`src/common/lvd_pkg.sv`:
```
// Constants and types shared by the 21-bit deserializer files
// Behaviour
// - Three serial lanes are turned into one 21-bit parallel word every link clock period.
// - The link clock must stay inside the supported band, and the receiver must lock anywhere across it; the code locks only for periods up to 40 mclk cycles.
// - Every lane carries seven bits in each link clock period.
// - The rising edge of the recovered clock is the strobe for the parallel word.
// - The recovered clock has equal high and low times whatever the duty cycle of the link clock; for an odd period the code holds it high one mclk cycle longer.
// - While the sleep request is held low, every output is driven low.
// - Lanes left floating while the link clock runs read as high, so the word reads all ones.
// - If both lanes and link clock are left floating, the word keeps its last valid value.
// - If the link clock is left floating, the recovered clock is held low.
// - The seven bits of a lane are sampled in order, bit 0 first, at evenly spaced points of the period.
// - The receiver settles within the settle time after the link clock appears; earlier output need not be valid.
// - After the sleep request falls, the sleeping output state is reached within the sleep entry time.
package lvd_pkg;
   localparam int LANES         = 3;
   localparam int LANE_BITS     = 7;
   localparam int WORD_W        = LANES * LANE_BITS;
   localparam int FIFO_DEPTH    = 8;
   localparam longint MCLK_HZ   = 20_000_000;
   localparam int PLL_SETTLE_MS = 10;
   localparam int SETTLE_CYC    = int'((PLL_SETTLE_MS * MCLK_HZ) / 1000);
   localparam int SLEEP_ENTRY_US = 2;
   localparam int SLEEP_CYC     = int'((SLEEP_ENTRY_US * MCLK_HZ) / 1_000_000);
   localparam int LOSS_NS       = 2000;
   localparam int LOSS_CYC      = int'((LOSS_NS * MCLK_HZ) / 1_000_000_000);
   localparam int CNT_W         = 8;
   localparam int PERIOD_MIN    = 7;
   localparam int PERIOD_MAX    = 255;
   localparam int ACC_W         = 12;

   typedef enum logic [1:0] {
      LVD_ST_IDLE   = 2'b00,
      LVD_ST_SETTLE = 2'b01,
      LVD_ST_RUN    = 2'b10,
      LVD_ST_SLEEP  = 2'b11
   } lvd_state_e;
endpackage

```
`src/common/lvd_word_if.sv`:
```
// Valid/ready word carrier between deserializer and its FIFO
`timescale 1ns/1ps
interface lvd_word_if #(parameter int W = 21) ();
   logic [W-1:0] data;
   logic         valid;
   logic         ready;
   modport src (output data, output valid, input ready);
   modport snk (input data, input valid, output ready);
endinterface

```
`src/core/lvd_fifo.sv`:
```
// Parameterised word FIFO with valid/ready on both sides
`timescale 1ns/1ps
module lvd_fifo #(
   parameter int W     = 21,
   parameter int DEPTH = 8
) (
   input  wire logic clk,
   input  wire logic rst_n,
   input  wire logic flush,
   lvd_word_if.snk   wr,
   lvd_word_if.src   rd
);
   localparam int AW = $clog2(DEPTH);

   logic [W-1:0] mem [DEPTH];
   logic [AW:0]  wr_ptr_q;
   logic [AW:0]  rd_ptr_q;
   logic         full;
   logic         empty;
   logic         do_wr;
   logic         do_rd;

   assign empty    = (wr_ptr_q == rd_ptr_q);
   assign full     = (wr_ptr_q[AW] != rd_ptr_q[AW]) && (wr_ptr_q[AW-1:0] == rd_ptr_q[AW-1:0]);
   assign wr.ready = !full && !flush;
   assign rd.valid = !empty;
   assign rd.data  = mem[rd_ptr_q[AW-1:0]];
   assign do_wr    = wr.valid && wr.ready;
   assign do_rd    = rd.ready && !empty;

   always_ff @(posedge clk) begin
      if (do_wr) begin
         mem[wr_ptr_q[AW-1:0]] <= wr.data;
      end
   end

   always_ff @(posedge clk or negedge rst_n) begin
      if (!rst_n) begin
         wr_ptr_q <= '0;
         rd_ptr_q <= '0;
      end else if (flush) begin
         wr_ptr_q <= '0;
         rd_ptr_q <= '0;
      end else begin
         if (do_wr) begin
            wr_ptr_q <= wr_ptr_q + 1'b1;
         end
         if (do_rd) begin
            rd_ptr_q <= rd_ptr_q + 1'b1;
         end
      end
   end
endmodule

```
`src/core/lvd_deser.sv`:
```
// Three-lane serial to 21-bit parallel receiver with recovered strobe clock
`timescale 1ns/1ps
module lvd_deser #(
   parameter int SETTLE_CYCLES = lvd_pkg::SETTLE_CYC
) (
   input  wire logic                       mclk,
   input  wire logic                       reset_n,
   input  wire logic                       forwarded_link_clock,
   input  wire logic [lvd_pkg::LANES-1:0]  serial_lane_in,
   input  wire logic                       sleep_request_n,
   output logic      [lvd_pkg::WORD_W-1:0] parallel_word_out,
   output logic                            recovered_strobe_clock,
   output logic                            link_locked
);
   localparam int CW = lvd_pkg::CNT_W;
   localparam int AW = lvd_pkg::ACC_W;
   localparam int SW = $clog2(SETTLE_CYCLES + 1);

   lvd_pkg::lvd_state_e state_q;

   logic [2:0]                  clk_sync_q;
   logic [lvd_pkg::LANES-1:0]   lane_s1_q;
   logic [lvd_pkg::LANES-1:0]   lane_s2_q;
   logic [1:0]                  sleep_sync_q;
   logic                        link_rise;
   logic                        sleep_now;
   logic [CW-1:0]               per_cnt_q;
   logic [CW-1:0]               period_q;
   logic                        clk_lost;
   logic                        period_ok;
   logic [AW-1:0]               acc_q;
   logic [AW-1:0]               target_q;
   logic [2:0]                  bit_idx_q;
   logic                        strobe;
   logic [lvd_pkg::LANE_BITS-1:0] shift_q [lvd_pkg::LANES];
   logic [lvd_pkg::WORD_W-1:0]  word_asm;
   logic                        push_vld_q;
   logic [SW-1:0]               settle_q;
   logic [CW-1:0]               out_cnt_q;
   logic                        out_start;

   lvd_word_if #(.W(lvd_pkg::WORD_W)) push_if ();
   lvd_word_if #(.W(lvd_pkg::WORD_W)) pop_if ();

   // Pins are asynchronous to mclk; the first stage feeds only the second
   always_ff @(posedge mclk or negedge reset_n) begin
      if (!reset_n) begin
         clk_sync_q   <= 3'h0;
         lane_s1_q    <= '0;
         lane_s2_q    <= '0;
         sleep_sync_q <= 2'h0;
      end else begin
         clk_sync_q   <= {clk_sync_q[1:0], forwarded_link_clock};
         lane_s1_q    <= serial_lane_in;
         lane_s2_q    <= lane_s1_q;
         sleep_sync_q <= {sleep_sync_q[0], sleep_request_n};
      end
   end

   assign link_rise = clk_sync_q[1] && !clk_sync_q[2];
   assign sleep_now = !sleep_sync_q[1];

   // Period measured in mclk cycles, saturating so a stopped clock is seen
   always_ff @(posedge mclk or negedge reset_n) begin
      if (!reset_n) begin
         per_cnt_q <= '0;
         period_q  <= '0;
      end else if (link_rise) begin
         per_cnt_q <= '0;
         period_q  <= per_cnt_q + 1'b1;
      end else if (per_cnt_q != CW'(lvd_pkg::PERIOD_MAX)) begin
         per_cnt_q <= per_cnt_q + 1'b1;
      end
   end

   assign clk_lost  = (per_cnt_q >= CW'(lvd_pkg::LOSS_CYC));
   // Band scaled to the sampling clock: fewer than 7 cycles cannot hold 7 strobes
   assign period_ok = !clk_lost && (period_q >= CW'(lvd_pkg::PERIOD_MIN));

   // Half-unit accumulator: sample n is bit k once 14n+7 reaches (2k+1)*P
   // Limitation: only as fine as one mclk cycle, so lane skew must stay small
   assign strobe = (bit_idx_q < 3'(lvd_pkg::LANE_BITS)) && (acc_q >= target_q);

   always_ff @(posedge mclk or negedge reset_n) begin
      if (!reset_n) begin
         acc_q     <= '0;
         target_q  <= '0;
         bit_idx_q <= 3'h7;
      end else if (link_rise) begin
         acc_q     <= AW'(3 * lvd_pkg::LANE_BITS);
         target_q  <= AW'(period_q);
         bit_idx_q <= 3'h0;
      end else begin
         acc_q <= acc_q + AW'(2 * lvd_pkg::LANE_BITS);
         if (strobe) begin
            target_q  <= target_q + AW'({period_q, 1'b0});
            bit_idx_q <= bit_idx_q + 1'b1;
         end
      end
   end

   // Idle lanes read high through the fail-safe bias, giving an all-ones word
   genvar ln;
   generate
      for (ln = 0; ln < lvd_pkg::LANES; ln++) begin : g_lane
         always_ff @(posedge mclk or negedge reset_n) begin
            if (!reset_n) begin
               shift_q[ln] <= '0;
            end else if (strobe) begin
               shift_q[ln][bit_idx_q] <= lane_s2_q[ln];
            end
         end
         always_comb begin
            word_asm[ln*lvd_pkg::LANE_BITS +: lvd_pkg::LANE_BITS] = shift_q[ln];
         end
      end
   endgenerate

   // Word is pushed one cycle after its last strobe; valid is held until the FIFO takes the word
   always_ff @(posedge mclk or negedge reset_n) begin
      if (!reset_n) begin
         push_vld_q  <= 1'b0;
      end else if (state_q != lvd_pkg::LVD_ST_RUN) begin
         push_vld_q  <= 1'b0;
      end else if (strobe && bit_idx_q == 3'(lvd_pkg::LANE_BITS - 1)) begin
         push_vld_q  <= 1'b1;
      end else if (push_vld_q && push_if.ready) begin
         push_vld_q  <= 1'b0;
      end
   end

   assign push_if.valid = push_vld_q;
   // Shift registers stay whole until the next period's first strobe
   assign push_if.data  = word_asm;

   // Lock and sleep sequencing
   always_ff @(posedge mclk or negedge reset_n) begin
      if (!reset_n) begin
         state_q  <= lvd_pkg::LVD_ST_IDLE;
         settle_q <= '0;
      end else if (sleep_now) begin
         state_q  <= lvd_pkg::LVD_ST_SLEEP;
         settle_q <= '0;
      end else begin
         case (state_q)
            lvd_pkg::LVD_ST_SLEEP: begin
               state_q <= lvd_pkg::LVD_ST_IDLE;
            end
            lvd_pkg::LVD_ST_IDLE: begin
               settle_q <= '0;
               if (period_ok) begin
                  state_q <= lvd_pkg::LVD_ST_SETTLE;
               end
            end
            lvd_pkg::LVD_ST_SETTLE: begin
               if (!period_ok) begin
                  state_q <= lvd_pkg::LVD_ST_IDLE;
               end else if (settle_q == SW'(SETTLE_CYCLES - 1)) begin
                  state_q <= lvd_pkg::LVD_ST_RUN;
               end else begin
                  settle_q <= settle_q + 1'b1;
               end
            end
            default: begin
               if (clk_lost) begin
                  state_q <= lvd_pkg::LVD_ST_IDLE;
               end
            end
         endcase
      end
   end

   lvd_fifo #(
      .W     (lvd_pkg::WORD_W),
      .DEPTH (lvd_pkg::FIFO_DEPTH)
   ) u_fifo (
      .clk   (mclk),
      .rst_n (reset_n),
      .flush (state_q != lvd_pkg::LVD_ST_RUN),
      .wr    (push_if),
      .rd    (pop_if)
   );

   // Output period follows the measured link period
   always_ff @(posedge mclk or negedge reset_n) begin
      if (!reset_n) begin
         out_cnt_q <= '0;
      end else if (state_q != lvd_pkg::LVD_ST_RUN || out_cnt_q >= period_q - 1'b1) begin
         out_cnt_q <= '0;
      end else begin
         out_cnt_q <= out_cnt_q + 1'b1;
      end
   end

   assign out_start    = (state_q == lvd_pkg::LVD_ST_RUN) && (out_cnt_q == '0);
   assign pop_if.ready = out_start;

   // Data moves at the falling edge, half a period before the strobing rise
   always_ff @(posedge mclk or negedge reset_n) begin
      if (!reset_n) begin
         parallel_word_out <= '0;
      end else if (state_q == lvd_pkg::LVD_ST_SLEEP) begin
         parallel_word_out <= '0;
      end else if (out_start && pop_if.valid) begin
         parallel_word_out <= pop_if.data;
      end
   end // IDLE or SETTLE: last word kept; SLEEP clears it

   always_ff @(posedge mclk or negedge reset_n) begin
      if (!reset_n) begin
         recovered_strobe_clock <= 1'b0;
      end else if (state_q != lvd_pkg::LVD_ST_RUN) begin
         recovered_strobe_clock <= 1'b0;
      end else if (out_start) begin
         recovered_strobe_clock <= 1'b0;
      end else if (out_cnt_q == (period_q >> 1)) begin
         recovered_strobe_clock <= 1'b1;
      end
   end // Rise is the strobe

   assign link_locked = (state_q == lvd_pkg::LVD_ST_RUN);
endmodule

```
`config.mk`:
```
export PLATFORM = sky130hd
export DESIGN_NAME = lvd_deser
export DESIGN_NICKNAME = d
export VERILOG_FILES = /design/src/common/lvd_pkg.sv /design/src/common/lvd_word_if.sv /design/src/core/lvd_fifo.sv /design/src/core/lvd_deser.sv
export SDC_FILE = /design/constraint.sdc
export NUM_CORES = 1
export LEC_CHECK = 0
export BUFFER_PORTS_ARGS = -buffer_cell sky130_fd_sc_hd__buf_2
export CAP_MARGIN = 20
export CORE_AREA = 2 2 143 200
export DETAILED_ROUTE_END_ITERATION = 6
export DIE_AREA = 0 0 145 202
export PLACE_DENSITY = 0.66
export SETUP_SLACK_MARGIN = 0.15
export SLEW_MARGIN = 20
export SYNTH_ARGS = -nofsm -noshare
export SYNTH_HDL_FRONTEND = slang
export SYNTH_SLANG_ARGS = --single-unit
```
`constraint.sdc`:
```
create_clock -name mclk -period 4.9 [get_ports mclk]
set_input_delay 0.98 -clock mclk [delete_from_list [all_inputs] [get_ports mclk]]
set_output_delay 0.98 -clock mclk [all_outputs]
set_load 0.1 [all_outputs]
```
# Word-level counts from Yosys, hierarchy flattened
# Memories as Yosys holds them, arrays and structs flattened.
# Index checks and enable logic that the tools add are counted.
# classes
add_sub_neg	9
order_cmp	7
n_eq_ne	17
mux	37
reduce_logical	27
# ops
op	count
two-way mux 18 bit	3
two-way mux 21 bit	2
two-way mux 12 bit	3
one-hot mux 18 bit (2 select lines)	1
two-way mux 8 bit	3
bitwise mux 7 bit	3
adder 18 x 1 -> 18 bit (second input constant)	1
== test 18 bit (second input constant)	1
adder 8 x 1 -> 8 bit (second input constant)	2
two-way mux 4 bit	4
adder 12 x 4 -> 12 bit (second input constant)	1
adder 12 x 9 -> 12 bit	1
greater-or-equal comparator 12 bit	1
logical AND 1 bit	10
two-way mux 2 bit	5
nonzero test 2 bit	5
two-way mux 1 bit	9
!= test 3 bit (second input constant)	3
adder 4 x 1 -> 4 bit (second input constant)	2
== test 8 x 7 -> 1 bit	1
greater-or-equal comparator 8 x 3 -> 1 bit (second input constant)	1
greater-or-equal comparator 8 x 6 -> 1 bit (second input constant)	1
greater-or-equal comparator 8 bit	1
zero test 8 bit	1
other kinds (24)	32
# totals
reg_bits	134
ramBits	168
output_inout_bits	23
word_cells	118
n_memories	1
# mem_list
memory	depth	width	read_ports	rd_clocked_by_memory_dff	wr	line_no	rtl
u_fifo.mem	8	21	1	0	1	lvd_fifo.sv:15	logic [W-1:0] mem [DEPTH];

# Longest topological paths before layout
# Gate-level depths: netlist (run 1).
# logic_depth
ltp_word	8
ltp_mapped	10
mapped_depth_nobuf	10

# Hierarchy
# A second synthesis (run 1) with hierarchy kept.
# hier_totals
hier_cells	980
hier_area_um2	13613.1
# modules_own_cells
mod	n_inst	cells_each	area_per_inst_um2	seq_area_each_um2
lvd_fifo	1	323	7033.0	5245.0
lvd_deser	1	657	6580.1	3156.8

# Worst setup path after synthesis (run 1)
# OpenSTA, ideal clock, no wires.
# synth_path
path_type	register -> register
startpoint	reg state_q[0]
endpoint	mem u_fifo.mem[6][0] (enable)
t_arrival_ns	3.293
required_ns	4.470
path_slack_ns	1.177
stages_incl_launch_ff	5
period_less_slack_ns	3.723
cell_sequence	dfrtp_1 -> inv_1 -> ha_1 -> nand3_1 -> nor3b_1
# synth_between
elab_chain_cells	6
# synth_lines
element	line_no	rtl
start: declaration	lvd_deser.sv:19	lvd_pkg::lvd_state_e state_q;
start signal: assignment	lvd_deser.sv:139	state_q <= lvd_pkg::LVD_ST_IDLE;
start signal: assignment	lvd_deser.sv:142	state_q <= lvd_pkg::LVD_ST_SLEEP;
start signal: assignment	lvd_deser.sv:147	state_q <= lvd_pkg::LVD_ST_IDLE;
!= test 2 bit	lvd_deser.sv:179	.flush (state_q != lvd_pkg::LVD_ST_RUN),
zero test 1 bit	lvd_fifo.sv:25	assign wr.ready = !full && !flush;
logical AND 1 bit	lvd_fifo.sv:25	
logical AND 1 bit	lvd_fifo.sv:28	assign do_wr = wr.valid && wr.ready;
two-way mux 1 bit	lvd_fifo.sv:32	if (do_wr) begin
two-way mux 1 bit (implied by the code)	lvd_fifo.sv:33	mem[wr_ptr_q[AW-1:0]] <= wr.data;
end: declaration	lvd_fifo.sv:15	
# Every way passes these cells.

# Final worst setup path (run 1)
# layout_path
startpoint	reg state_q[0]
endpoint	out link_locked
# layout_between
elab_chain_cells	1
# layout_lines
element	line_no	rtl
== test 2 bit	lvd_deser.sv:221	assign link_locked = (state_q == lvd_pkg::LVD_ST_RUN);
end: declaration	lvd_deser.sv:13	output logic link_locked
# Every way passes these cells.

==> summary.md, run 1 <==
| Metric | Value |
|---|---|
| Top-level I/O count | 30 |
| First-pass GRT wire length | 44,300 um |
| Number of stages on the worst hold path | 0 |
| Syn-to-layout area delta | 12.3% |
| Std-Cell Rows | 72 |
| Maximum frequency from static timing analysis | 327 MHz |
| Main synth FF type | edfxtp_1 |
| Max Buffers Root-to-Sink | 3 |
| R2R Path Start | target_q[2] |
| Number of antenna repair diodes | 0 |
| Unique cell type count in the Yosys netlist | 58 |
| Period utilization | a little over three fifths |
| Number of nets in the final layout | roughly 1.1k |
| Finished Core Util | 55.4% |
| Avg Vias per Cell | approximately 5.6 |
| Synthesized netlist cell count | 1,001 |
| Setup skew after layout | 9.99 ps |
| Proportion of layout cells with a drive suffix above 1 | between 10% and 20% |
| Average footprint of a synthesized cell | 13.5 um2 |
| Overall track demand over capacity in global routing | a little under a fifth |
| Total core area | 27,500 um2 |
| Clock root cell | clkbuf_16 |
| Number of fill cells in the layout | 2,245 |
| Mapped Area | ~14,000 um2 |
| Final Max Slew Viols | 0 |
| Worst R2R Path Depth | 8 |
| Clock slew at the register clock pins of the worst setup and hold paths | 60 ps |
| Startpoint class of the critical path | flip-flop |
| Minimum setup slack after placement | around 2000 ps |
| Number of max-cap violations | 0 |
| Sink Count | 302 |
| Multi-input logic area | roughly 4800 um2 |
| Number of warnings printed during yosys synthesis | 0 |
| Max IR drop VDD | 0.341 mV |
| Setup WS post-layout | 1840 ps |
| Setup repair after global routing missed its margin | false |
| Final Wtd Congestion | 0.832 |
| Cell area after layout | 15,200 um2 |
| TritonCTS clock tree | done |
| Skew-Pair Late Insertion Delay | 540 ps |
| Cell Area, Placed | 14,100 um2 |
| Via count | 7,945 |
| Post-DP HPWL | 16,900 um |
| Resized cells post-CTS | 0 |
| Launch point of the worst hold path | lane_s1_q[1] |
| Capture point of the worst reg-to-reg path | push_if.data[17] |
| Number of synthesized register bits | ~300 |
| Data arrival, critical path | 2080 ps |
| Antenna violations before repair | 0 |
| Total CTS buffers | 29 |
| Aggregate negative setup slack | 0 ps |
| Required time worst endpoint | 3920 ps |
| Violation count after the first detailed-routing iteration | 365 |
| Overall die width | between 100 and 150 um |
| Worst Max-Slew Pin Slew | 961 ps |
| Number of global-route vias before repair | around 8.4k |
| Nature of the critical path endpoint | primary output |
| Reg-to-reg slack, setup | slightly above 2000 ps |
| Global-route congestion overflow total | 0 |
| Largest area contributor in the synthesized netlist | edfxtp_1 |
| Starting density of the core | 49.3% |
| Most repeated cell in the gate-level netlist after synthesis | edfxtp_1 |
| Sequential share of the synthesized area | 62.0% |
| Sequential cell area | roughly 8400 um2 |
| CTS hold repair buffers | 0 |
| Die Span Y | 202 um |
| Maximum number of pins on one net before global-route repair | 83 |
| Post-synth EDFFs | approximately 170 |
| Overall routed net length | 26,500 um |
| Path class of the lowest-slack min-delay path | reg -> reg |
| Crit Path Category | reg -> out |
| Post-route DRC | 0 |
| Port bufs | 29 |
| Detail-routed net length per standard cell | approximately 19 um |
| Most area-consuming cells after synthesis | edfxtp_1, dfrtp_1, mux4_2 |
| Proportion of synthesized flip-flops having asynchronous set or reset | ~44% |
| Count of antenna-violating nets left after detailed routing | 0 |
| Reported leakage power | just under 6 nW |
| Number of setup violations in the final report | 0 |
| Number of failing hold endpoints at the final stage | 0 |
| Net Count, Synth | ~1.1k |
| Htree depth | 1 |
| Hold Worst Slack | 348 ps |
| Power Dens Cells | 488 nW/um2 |
| Final min period | slightly above 3000 ps |
| Most instantiated cells after synthesis | edfxtp_1, dfrtp_1, nor2_1 |
| Relative max-transition margin | ~36% |
| Critical path peak fanout | 15 |
| Hold Path End | lane_s2_q[1] |
| DIE AREA | 29,300 um2 |
| Run status | completed |
| Synth top area share | 37.2% |
| Post-CTS repair timing setup buffer count | 0 |
| First-pass iteration count of the detailed router | 4 |
metrics by stage:
step | cells | total power, mW
floorplan | 1001 | 4.47
global placement | 1365 | 4.84
detailed placement | 1365 | 4.88
CTS | 1417 | 7.50
global route | 1417 | 7.85
finish | 1417 | 7.43
sequential cells by signal (all words and copies together) (netlist names), 12 cells and up:
signal / count
settle_q: 18
target_q: 12
parallel_word_out: 21
u_fifo.mem: 168
acc_q: 12
push_if.data: 21
worst max-delay path, cell delays in order (launching register included):
cell and delay (ps):
dfrtp_1 400, inv_1 110, ha_1 490, buf_2 540
logic make-up after synthesis:
kind of cell    count (synthesis)  synth area share (%)
flops                         302                  62.0
xor+xnor                       47                  3.04
mux                            79                  9.80
fa+ha+maj                      45                  4.21
simple gates                  248                  8.72
buf+inv                        93                  2.87
compound gates                187                  9.36
worst max path at each step:
stage | start | endpoint
after detailed placement | u_fifo.wr_ptr_q[0] | u_fifo.mem[1][13]
after global routing | state_q[0] | link_locked
after floorplan | state_q[0] | u_fifo.mem[6][0]
after CTS | state_q[0] | link_locked
after global placement | u_fifo.wr_ptr_q[0] | u_fifo.mem[1][19]
final | state_q[0] | link_locked
layer usage:
metal | global-route usage, % | wire length [um]
met3 | 2.33 | 798
met4 | 4.77 | 512
met2 | 34.6 | 14200
met5 | 0 | 0
met1 | 23.1 | 11000
cells in the final DEF, fill, tap and decap left out, drive strengths merged, types with 27 or more instances in the layout:
| cell | count |
|---|---|
| edfxtp | 168 |
| dfrtp | 131 |
| nor2 | 77 |
| nand2 | 62 |
| o21ai | 51 |
| ha | 44 |
| inv | 44 |
| buf | 44 |
| mux4 | 42 |
| a21oi | 35 |
| clkbuf | 33 |
| xor2 | 28 |
| a211oi | 27 |
| mux2i | 27 |
layout make-up:
cell class / instances / area share [%]
clock inverters: 19 / 2.37
multi-input cells: 606 / 31.5
repair buffers: 44 / 1.73
flip-flops and latches: 302 / 55.2
well taps: 370 / 3.04
inverters: 43 / 1.06
clock buffers: 33 / 5.06
where the power goes:
part / switching [mW] / internal, mW / total [mW]
clock: 0.951 / 1.65 / 2.61
combinational: 0.924 / 0.631 / 1.56
sequential: 0.301 / 2.97 / 3.27
No activity file was read; power rests on OpenSTA's default activity.
==> inputs of run 2 (changes only) <==
==> constraint.sdc (replaced) <==
create_clock -name mclk -period 2.9 [get_ports mclk]
set_input_delay 0.58 -clock mclk [delete_from_list [all_inputs] [get_ports mclk]]
set_output_delay 0.58 -clock mclk [all_outputs]
set_load 0.1 [all_outputs]
==> summary.md, run 2 (same netlist as run 1, synthesis figures left out) <==
| Metric | Value |
|---|---|
| Final Wtd Congestion | 0.866 (was 0.832) |
| Sink Count | 302 (unchanged) |
| Syn-to-layout area delta | 12.6% (was 12.3%) |
| Overall track demand over capacity in global routing | 19.1% (was 18.7%) |
| First-pass GRT wire length | 44,800 um (was 44,300 um) |
| Cells along the critical path | inv_1, ha_1, and2_1, o2111ai_1, o21ai_1, a21bo_4, nand2_1, o311ai_0 (was inv_1, ha_1, buf_2) |
| Aggregate negative setup slack | 0 ps (unchanged) |
| Power Dens Cells | 791 nW/um2 (was 488 nW/um2) |
| Overall die width | 145 um (unchanged) |
| Total core area | 27,500 um2 (unchanged) |
| First-pass iteration count of the detailed router | 4 (unchanged) |
| Clock root cell | clkbuf_16 (unchanged) |
| Largest stage delay on the critical path | 530 ps (was 540 ps) |
| Period utilization | 87.8% |
| Violation count after the first detailed-routing iteration | 437 (was 365) |
| Setup skew after layout | 19.0 ps (was 9.99 ps) |
| Nature of the critical path endpoint | flip-flop (was primary output) |
| Launch point of the worst hold path | sleep_request_n (was lane_s1_q[1]) |
| Maximum number of pins on one net before global-route repair | 53 (was 83) |
| Most used cells in the layout excluding fill and tap cells | edfxtp_1, dfrtp_1, nor2_1 (unchanged) |
| Required time worst endpoint | 3310 ps (was 3920 ps) |
| R2R Path Start | target_q[7] (was target_q[2]) |
| Data arrival, critical path | 2950 ps (was 2080 ps) |
| Number of nets in the final layout | 1,093 (was 1,078) |
| Top-level I/O count | 30 (unchanged) |
| Post-CTS repair timing setup buffer count | 0 (unchanged) |
| Starting density of the core | 49.3% (unchanged) |
| Path class of the lowest-slack min-delay path | in -> reg (was reg -> reg) |
| Avg Vias per Cell | 5.62 (was 5.61) |
| Detail-routed net length per standard cell | 18.8 um (was 18.7 um) |
| TritonCTS clock tree | done (unchanged) |
| Skew-Pair Late Insertion Delay | 560 ps (was 540 ps) |
| Run status | completed (unchanged) |
| Final min period | 2550 ps |
| Final Max Slew Viols | 0 (unchanged) |
| Crit Path Category | reg -> reg (was reg -> out) |
| Post-route DRC | 0 (unchanged) |
| Htree depth | 1 (unchanged) |
| Via count | 8,059 (was 7,945) |
| Maximum frequency from static timing analysis | 393 MHz |
| Reported leakage power | 5.92 nW (was 5.93 nW) |
| Worst Max-Slew Pin Slew | 664 ps (was 961 ps) |
| Count of antenna-violating nets left after detailed routing | 0 (unchanged) |
| Number of failing hold endpoints at the final stage | 0 (unchanged) |
| Bufs and invs on worst path | 1 (was 2) |
| Relative max-transition margin | 55.7% (was 35.9%) |
| Largest register FFs | 168 (unchanged) |
| Number of setup violations in the final report | 0 (unchanged) |
| Overall routed net length | 27,000 um (was 26,500 um) |
| Proportion of layout cells with a drive suffix above 1 | 17.3% (was 16.5%) |
| Start point of the critical path | target_q[7] (was state_q[0]) |
| Critical path peak fanout | 15 (unchanged) |
| Total CTS buffers | 29 (unchanged) |
| Die Span Y | 202 um (unchanged) |
| Global-route congestion overflow total | 0 (unchanged) |
| Std-Cell Rows | 72 (unchanged) |
| Post-route total power | 12.1 mW (was 7.43 mW) |
| Number of max-cap violations | 0 (unchanged) |
| Startpoint class of the critical path | flip-flop (unchanged) |
| Slowest stage cell on the critical path | o311ai_0 (was buf_2) |
| Clock slew at the register clock pins of the worst setup and hold paths | 70 ps (was 60 ps) |
| DIE AREA | 29,300 um2 (unchanged) |
| Leading cell type in the layout, fill and taps excluded | edfxtp_1 (unchanged) |
| Post-DP HPWL | 17,300 um (was 16,900 um) |
| Max IR drop VDD | 0.780 mV (was 0.341 mV) |
| Number of global-route vias before repair | 8,497 (was 8,397) |
| Port bufs | 29 (unchanged) |
| Number of antenna repair diodes | 0 (unchanged) |
| Setup repair after global routing missed its margin | false (unchanged) |
| Worst path top cell family by delay | compound AO/OA/AOI/OAI gates (was buffers and inverters) |
| Max Buffers Root-to-Sink | 3 (unchanged) |
| Antenna violations before repair | 0 (unchanged) |
-- run 2: layer usage --
layer  track usage, %  wire length, um  vias to the layer above
met2             36.4            14700                      143
met5                0                0                        -
met1             22.7            10900                     4049
met3             2.08              850                       41
li1                 -                -                     3826
met4             5.69              568                        0
-- run 2: worst paths after layout --
check | end | slack [ps] | depth (start not counted)
worst max-delay path | push_if.data[13] | 350 | 8
worst min-delay path | sleep_sync_q[0] | 120 | 1
worst max register to register | push_if.data[13] | 350 | 8
worst min register to register | lane_s2_q[0] | 350 | 0
max in group asynchronous | acc_q[0] | 1690 | 3
min in group asynchronous | push_if.data[10] | 540 | 2
-- run 2: timing repair --
item	in CTS	in global routing
resized for setup	0	1
hold buffers	1	0
endpoints found under the hold margin	40	0
endpoints found under the setup margin	0	2
-- run 2: cell type report --
class,count,area (um2)
Multi-Input combinational cell,606,4830
Clock buffer,30,729
Sequential cell,302,8400
Timing Repair Buffer,59,442
Fill cell,2224,12200
Tap cell,370,463
Clock inverter,24,240
Inverter,43,161
-- run 2: power breakdown --
part	internal, mW	leakage, nW	switching (mW)	total, mW
combinational	1.16	2.26	1.58	2.74
clock	2.20	0.460	1.63	3.83
sequential	5.02	3.21	0.495	5.52
total	8.38	5.92	3.70	12.1
-- run 2: metrics by stage --
step           instances  hold WS [ps]  cell area, um2  util [%]  setup WS, ps
5_1_grt             1434           105           15300      55.6           229
3_3_place_gp        1379           333           14300      52.0           494
4_1_cts             1434           106           15300      55.5           289
2_1_floorplan       1001           284           13600         -           144
3_5_place_dp        1379           335           14300      52.0           330
6_report            1434           125           15300      55.6           354
-- run 2: worst register-to-register path: cells and delay by family (launching register included) --
| family | cells | cell delay [ps] |
|---|---|---|
| buffers and inverters | 1 | 70 |
| adders and majority gates | 1 | 280 |
| AOI/OAI and AO/OA | 4 | 1240 |
| and+or+nand+nor | 2 | 440 |
| DFF | 1 | 350 |
==> inputs of run 3 (changes only) <==
==> constraint.sdc (replaced) <==
create_clock -name mclk -period 2.66 [get_ports mclk]
set_input_delay 0.532 -clock mclk [delete_from_list [all_inputs] [get_ports mclk]]
set_output_delay 0.532 -clock mclk [all_outputs]
set_load 0.1 [all_outputs]
==> summary.md, run 3 (same netlist as run 1, synthesis figures left out) <==
| Metric | Value |
|---|---|
| Std-Cell Rows | 72 (unchanged) |
| Count of antenna-violating nets left after detailed routing | 0 (unchanged) |
| Run status | completed (unchanged) |
| Number of nets in the final layout | 1,104 (was 1,093) |
| Relative max-transition margin | 55.5% (was 55.7%) |
| DIE AREA | 29,300 um2 (unchanged) |
| Number of max-cap violations | 0 (unchanged) |
| Global-route congestion overflow total | 0 (unchanged) |
| Top sig layer | met4 (unchanged) |
| Wl on met1 | 10,800 um (was 10,900 um) |
| Setup WS post-layout | 256 ps (was 354 ps) |
| Post-DP HPWL | 16,900 um (was 17,300 um) |
| Final min period | 2400 ps (was 2550 ps) |
| Reported leakage power | 6.00 nW (was 5.92 nW) |
| Bufs and invs on worst path | 2 (was 1) |
| Number of failing hold endpoints at the final stage | 0 (unchanged) |
| Die Span Y | 202 um (unchanged) |
| Critical path peak fanout | 9 (was 15) |
| Combinational power share | 23.1% (was 22.6%) |
| Startpoint class of the critical path | flip-flop (unchanged) |
| Syn-to-layout area delta | 13.7% (was 12.6%) |
| Worst path top cell family by delay | compound AO/OA/AOI/OAI gates (unchanged) |
| Crit Path Category | reg -> reg (unchanged) |
| Leading cell type in the layout, fill and taps excluded | edfxtp_1 (unchanged) |
| Worst Max-Slew Pin Slew | 662 ps (was 664 ps) |
| First-pass iteration count of the detailed router | 4 (unchanged) |
| Overall die width | 145 um (unchanged) |
| Launch point of the worst hold path | sleep_request_n (unchanged) |
| Switch share | 30.4% (was 30.6%) |
| Reg-to-reg slack, setup | 260 ps (was 350 ps) |
| Number of fill cells in the layout | 2,223 (was 2,224) |
| Proportion of layout cells with a drive suffix above 1 | 18.3% (was 17.3%) |
| Top-level I/O count | 30 (unchanged) |
| Slowest stage cell on the critical path | dfrtp_1 (was o311ai_0) |
| Critical Path Most Common Cell | a211o_1 |
| Setup repair after global routing missed its margin | false (unchanged) |
| Total CTS buffers | 29 (unchanged) |
| TritonCTS clock tree | done (unchanged) |
| Violation count after the first detailed-routing iteration | 385 (was 437) |
| Capture point of the worst reg-to-reg path | push_if.data[0] (was push_if.data[13]) |
| Minimum setup slack after placement | 301 ps (was 330 ps) |
| Setup skew after layout | 14.8 ps (was 19.0 ps) |
| Post-route DRC | 0 (unchanged) |
| Aggregate negative setup slack | 0 ps (unchanged) |
| Met2 routed WL | 14,000 um (was 14,700 um) |
| Nature of the critical path endpoint | flip-flop (unchanged) |
| Max IR drop VDD | 0.679 mV (was 0.780 mV) |
| Maximum frequency from static timing analysis | 416 MHz (was 393 MHz) |
| Period utilization | 90.4% (was 87.8%) |
| Path class of the lowest-slack min-delay path | in -> reg (unchanged) |
| Detail-routed net length per standard cell | 18.2 um (was 18.8 um) |
| Starting density of the core | 49.3% (unchanged) |
| Avg Vias per Cell | 5.56 (was 5.62) |
| Overall routed net length | 26,300 um (was 27,000 um) |
| Power Dens Cells | 852 nW/um2 (was 791 nW/um2) |
| Worst R2R Path Depth | 9 (was 8) |
| Maximum number of pins on one net before global-route repair | 60 (was 53) |
| Hold Worst Slack | 77.6 ps (was 125 ps) |
| Overall track demand over capacity in global routing | 18.7% (was 19.1%) |
| Hold Path End | sleep_sync_q[0] (unchanged) |
| WL met3 | 809 um (was 850 um) |
| Skew-Pair Late Insertion Delay | 560 ps (about the same) |
| Cells along the critical path | inv_1, ha_1, a211o_1, a31oi_1, o21ai_1, a21bo_2, buf_4, a211o_1, o311ai_0 (was inv_1, ha_1, and2_1, o2111ai_1, o21ai_1, a21bo_4, nand2_1, o311ai_0) |
| Clock Power Share | 31.2% (was 31.7%) |
| R2R Path Start | target_q[2] (was target_q[7]) |
| Start point of the critical path | target_q[2] (was target_q[7]) |
| Fraction of power consumed by sequential logic | 45.7% (about the same) |
| Antenna violations before repair | 0 (unchanged) |
| Number of antenna repair diodes | 0 (unchanged) |
| Most used cells in the layout excluding fill and tap cells | edfxtp_1, dfrtp_1, nor2_1 (unchanged) |
| First-pass GRT wire length | 44,000 um (was 44,800 um) |
| Required time worst endpoint | 3080 ps (was 3310 ps) |
| Data arrival, critical path | 2820 ps (was 2950 ps) |
| Sink Count | 302 (unchanged) |
| Final Wtd Congestion | 0.881 (was 0.866) |
| Htree depth | 1 (unchanged) |
| Max Buffers Root-to-Sink | 3 (unchanged) |
| Largest register FFs | 168 (unchanged) |
| Clock root cell | clkbuf_16 (unchanged) |
| Internal power of the cells | 9.14 mW (was 8.38 mW) |
| Clock slew at the register clock pins of the worst setup and hold paths | 70 ps (about the same) |
| Final Max Slew Viols | 0 (unchanged) |
| Port bufs | 29 (unchanged) |
| Switching power | 3.99 mW (was 3.70 mW) |
| Number of global-route vias before repair | 8,279 (was 8,497) |
| Number of setup violations in the final report | 0 (unchanged) |
| Largest stage delay on the critical path | 380 ps (was 530 ps) |
| Total core area | 27,500 um2 (unchanged) |
| Via count | 8,036 (was 8,059) |
| Number of stages on the worst hold path | 1 (unchanged) |
-- run 3: cell count changes in the layout (fill, tap and decap cells not counted), sizes merged --
cell	change
bufinv	-2
buf	+10
clkinv	-5
clkinvlp	-2
clkbuf	+10
-- run 3: routing by layer --
layer  track usage (%)  vias to the layer above
met2              34.6                      128
li1                  -                     3843
met1              22.7                     4025
met4              5.69                        0
met3              2.42                       40
met5                 0                        -
-- run 3: cell type report --
class / instances / area, um2 / area share [%]
clock buffers: 39 / 815 / 5.28
clock inverters: 15 / 145 / 0.942
inverters: 43 / 161 / 1.05
multi-input cells: 606 / 4820 / 31.3
flip-flops and latches: 302 / 8400 / 54.5
well taps: 370 / 463 / 3.00
repair buffers: 70 / 602 / 3.90
-- run 3: worst max-delay path by stage --
stage                             endpoint  slack [ps]  cells after the start
after floorplan           u_fifo.mem[6][0]         170                      4
after global placement    push_if.data[20]         360                      9
after detailed placement  push_if.data[10]         300                      8
after CTS                      link_locked         150                      3
after global routing           link_locked         160                      3
final                      push_if.data[0]         260                      9
-- run 3: power groups by stage --
stage | clock, mW | sequential [mW] | combinational [mW]
floorplan | 0 | 5.88 | 2.35
global placement | 0 | 6.08 | 2.94
detailed placement | 0 | 6.10 | 2.99
CTS | 4.20 | 6.00 | 3.02
global route | 4.39 | 6.07 | 3.45
finish | 4.10 | 6.00 | 3.03
-- run 3: timing repair --
action / in CTS / in global routing
hold buffers: 1 / 0
resized for setup: 0 / 4
hold endpoints to repair: 37 / 0
endpoints found under the setup margin: 0 / 15
buffers inserted: 0 / 6
-- run 3: worst register-to-register path: cells and delay by family, from the launching register on --
kind / cells / cell delay, ps
buf+inv: 2 / 330
fa+ha+maj: 1 / 270
flops: 1 / 380
compound gates: 6 / 1290
-- run 3: per-stage QoR --
stage	util, %	power, mW	cells	area (um2)
after floorplan	-	8.23	1001	13600
after global routing	56.1	13.9	1445	15400
after detailed placement	52.4	9.09	1384	14400
after global placement	52.4	9.02	1384	14400
after CTS	55.9	13.2	1439	15400
final	56.1	13.1	1445	15400
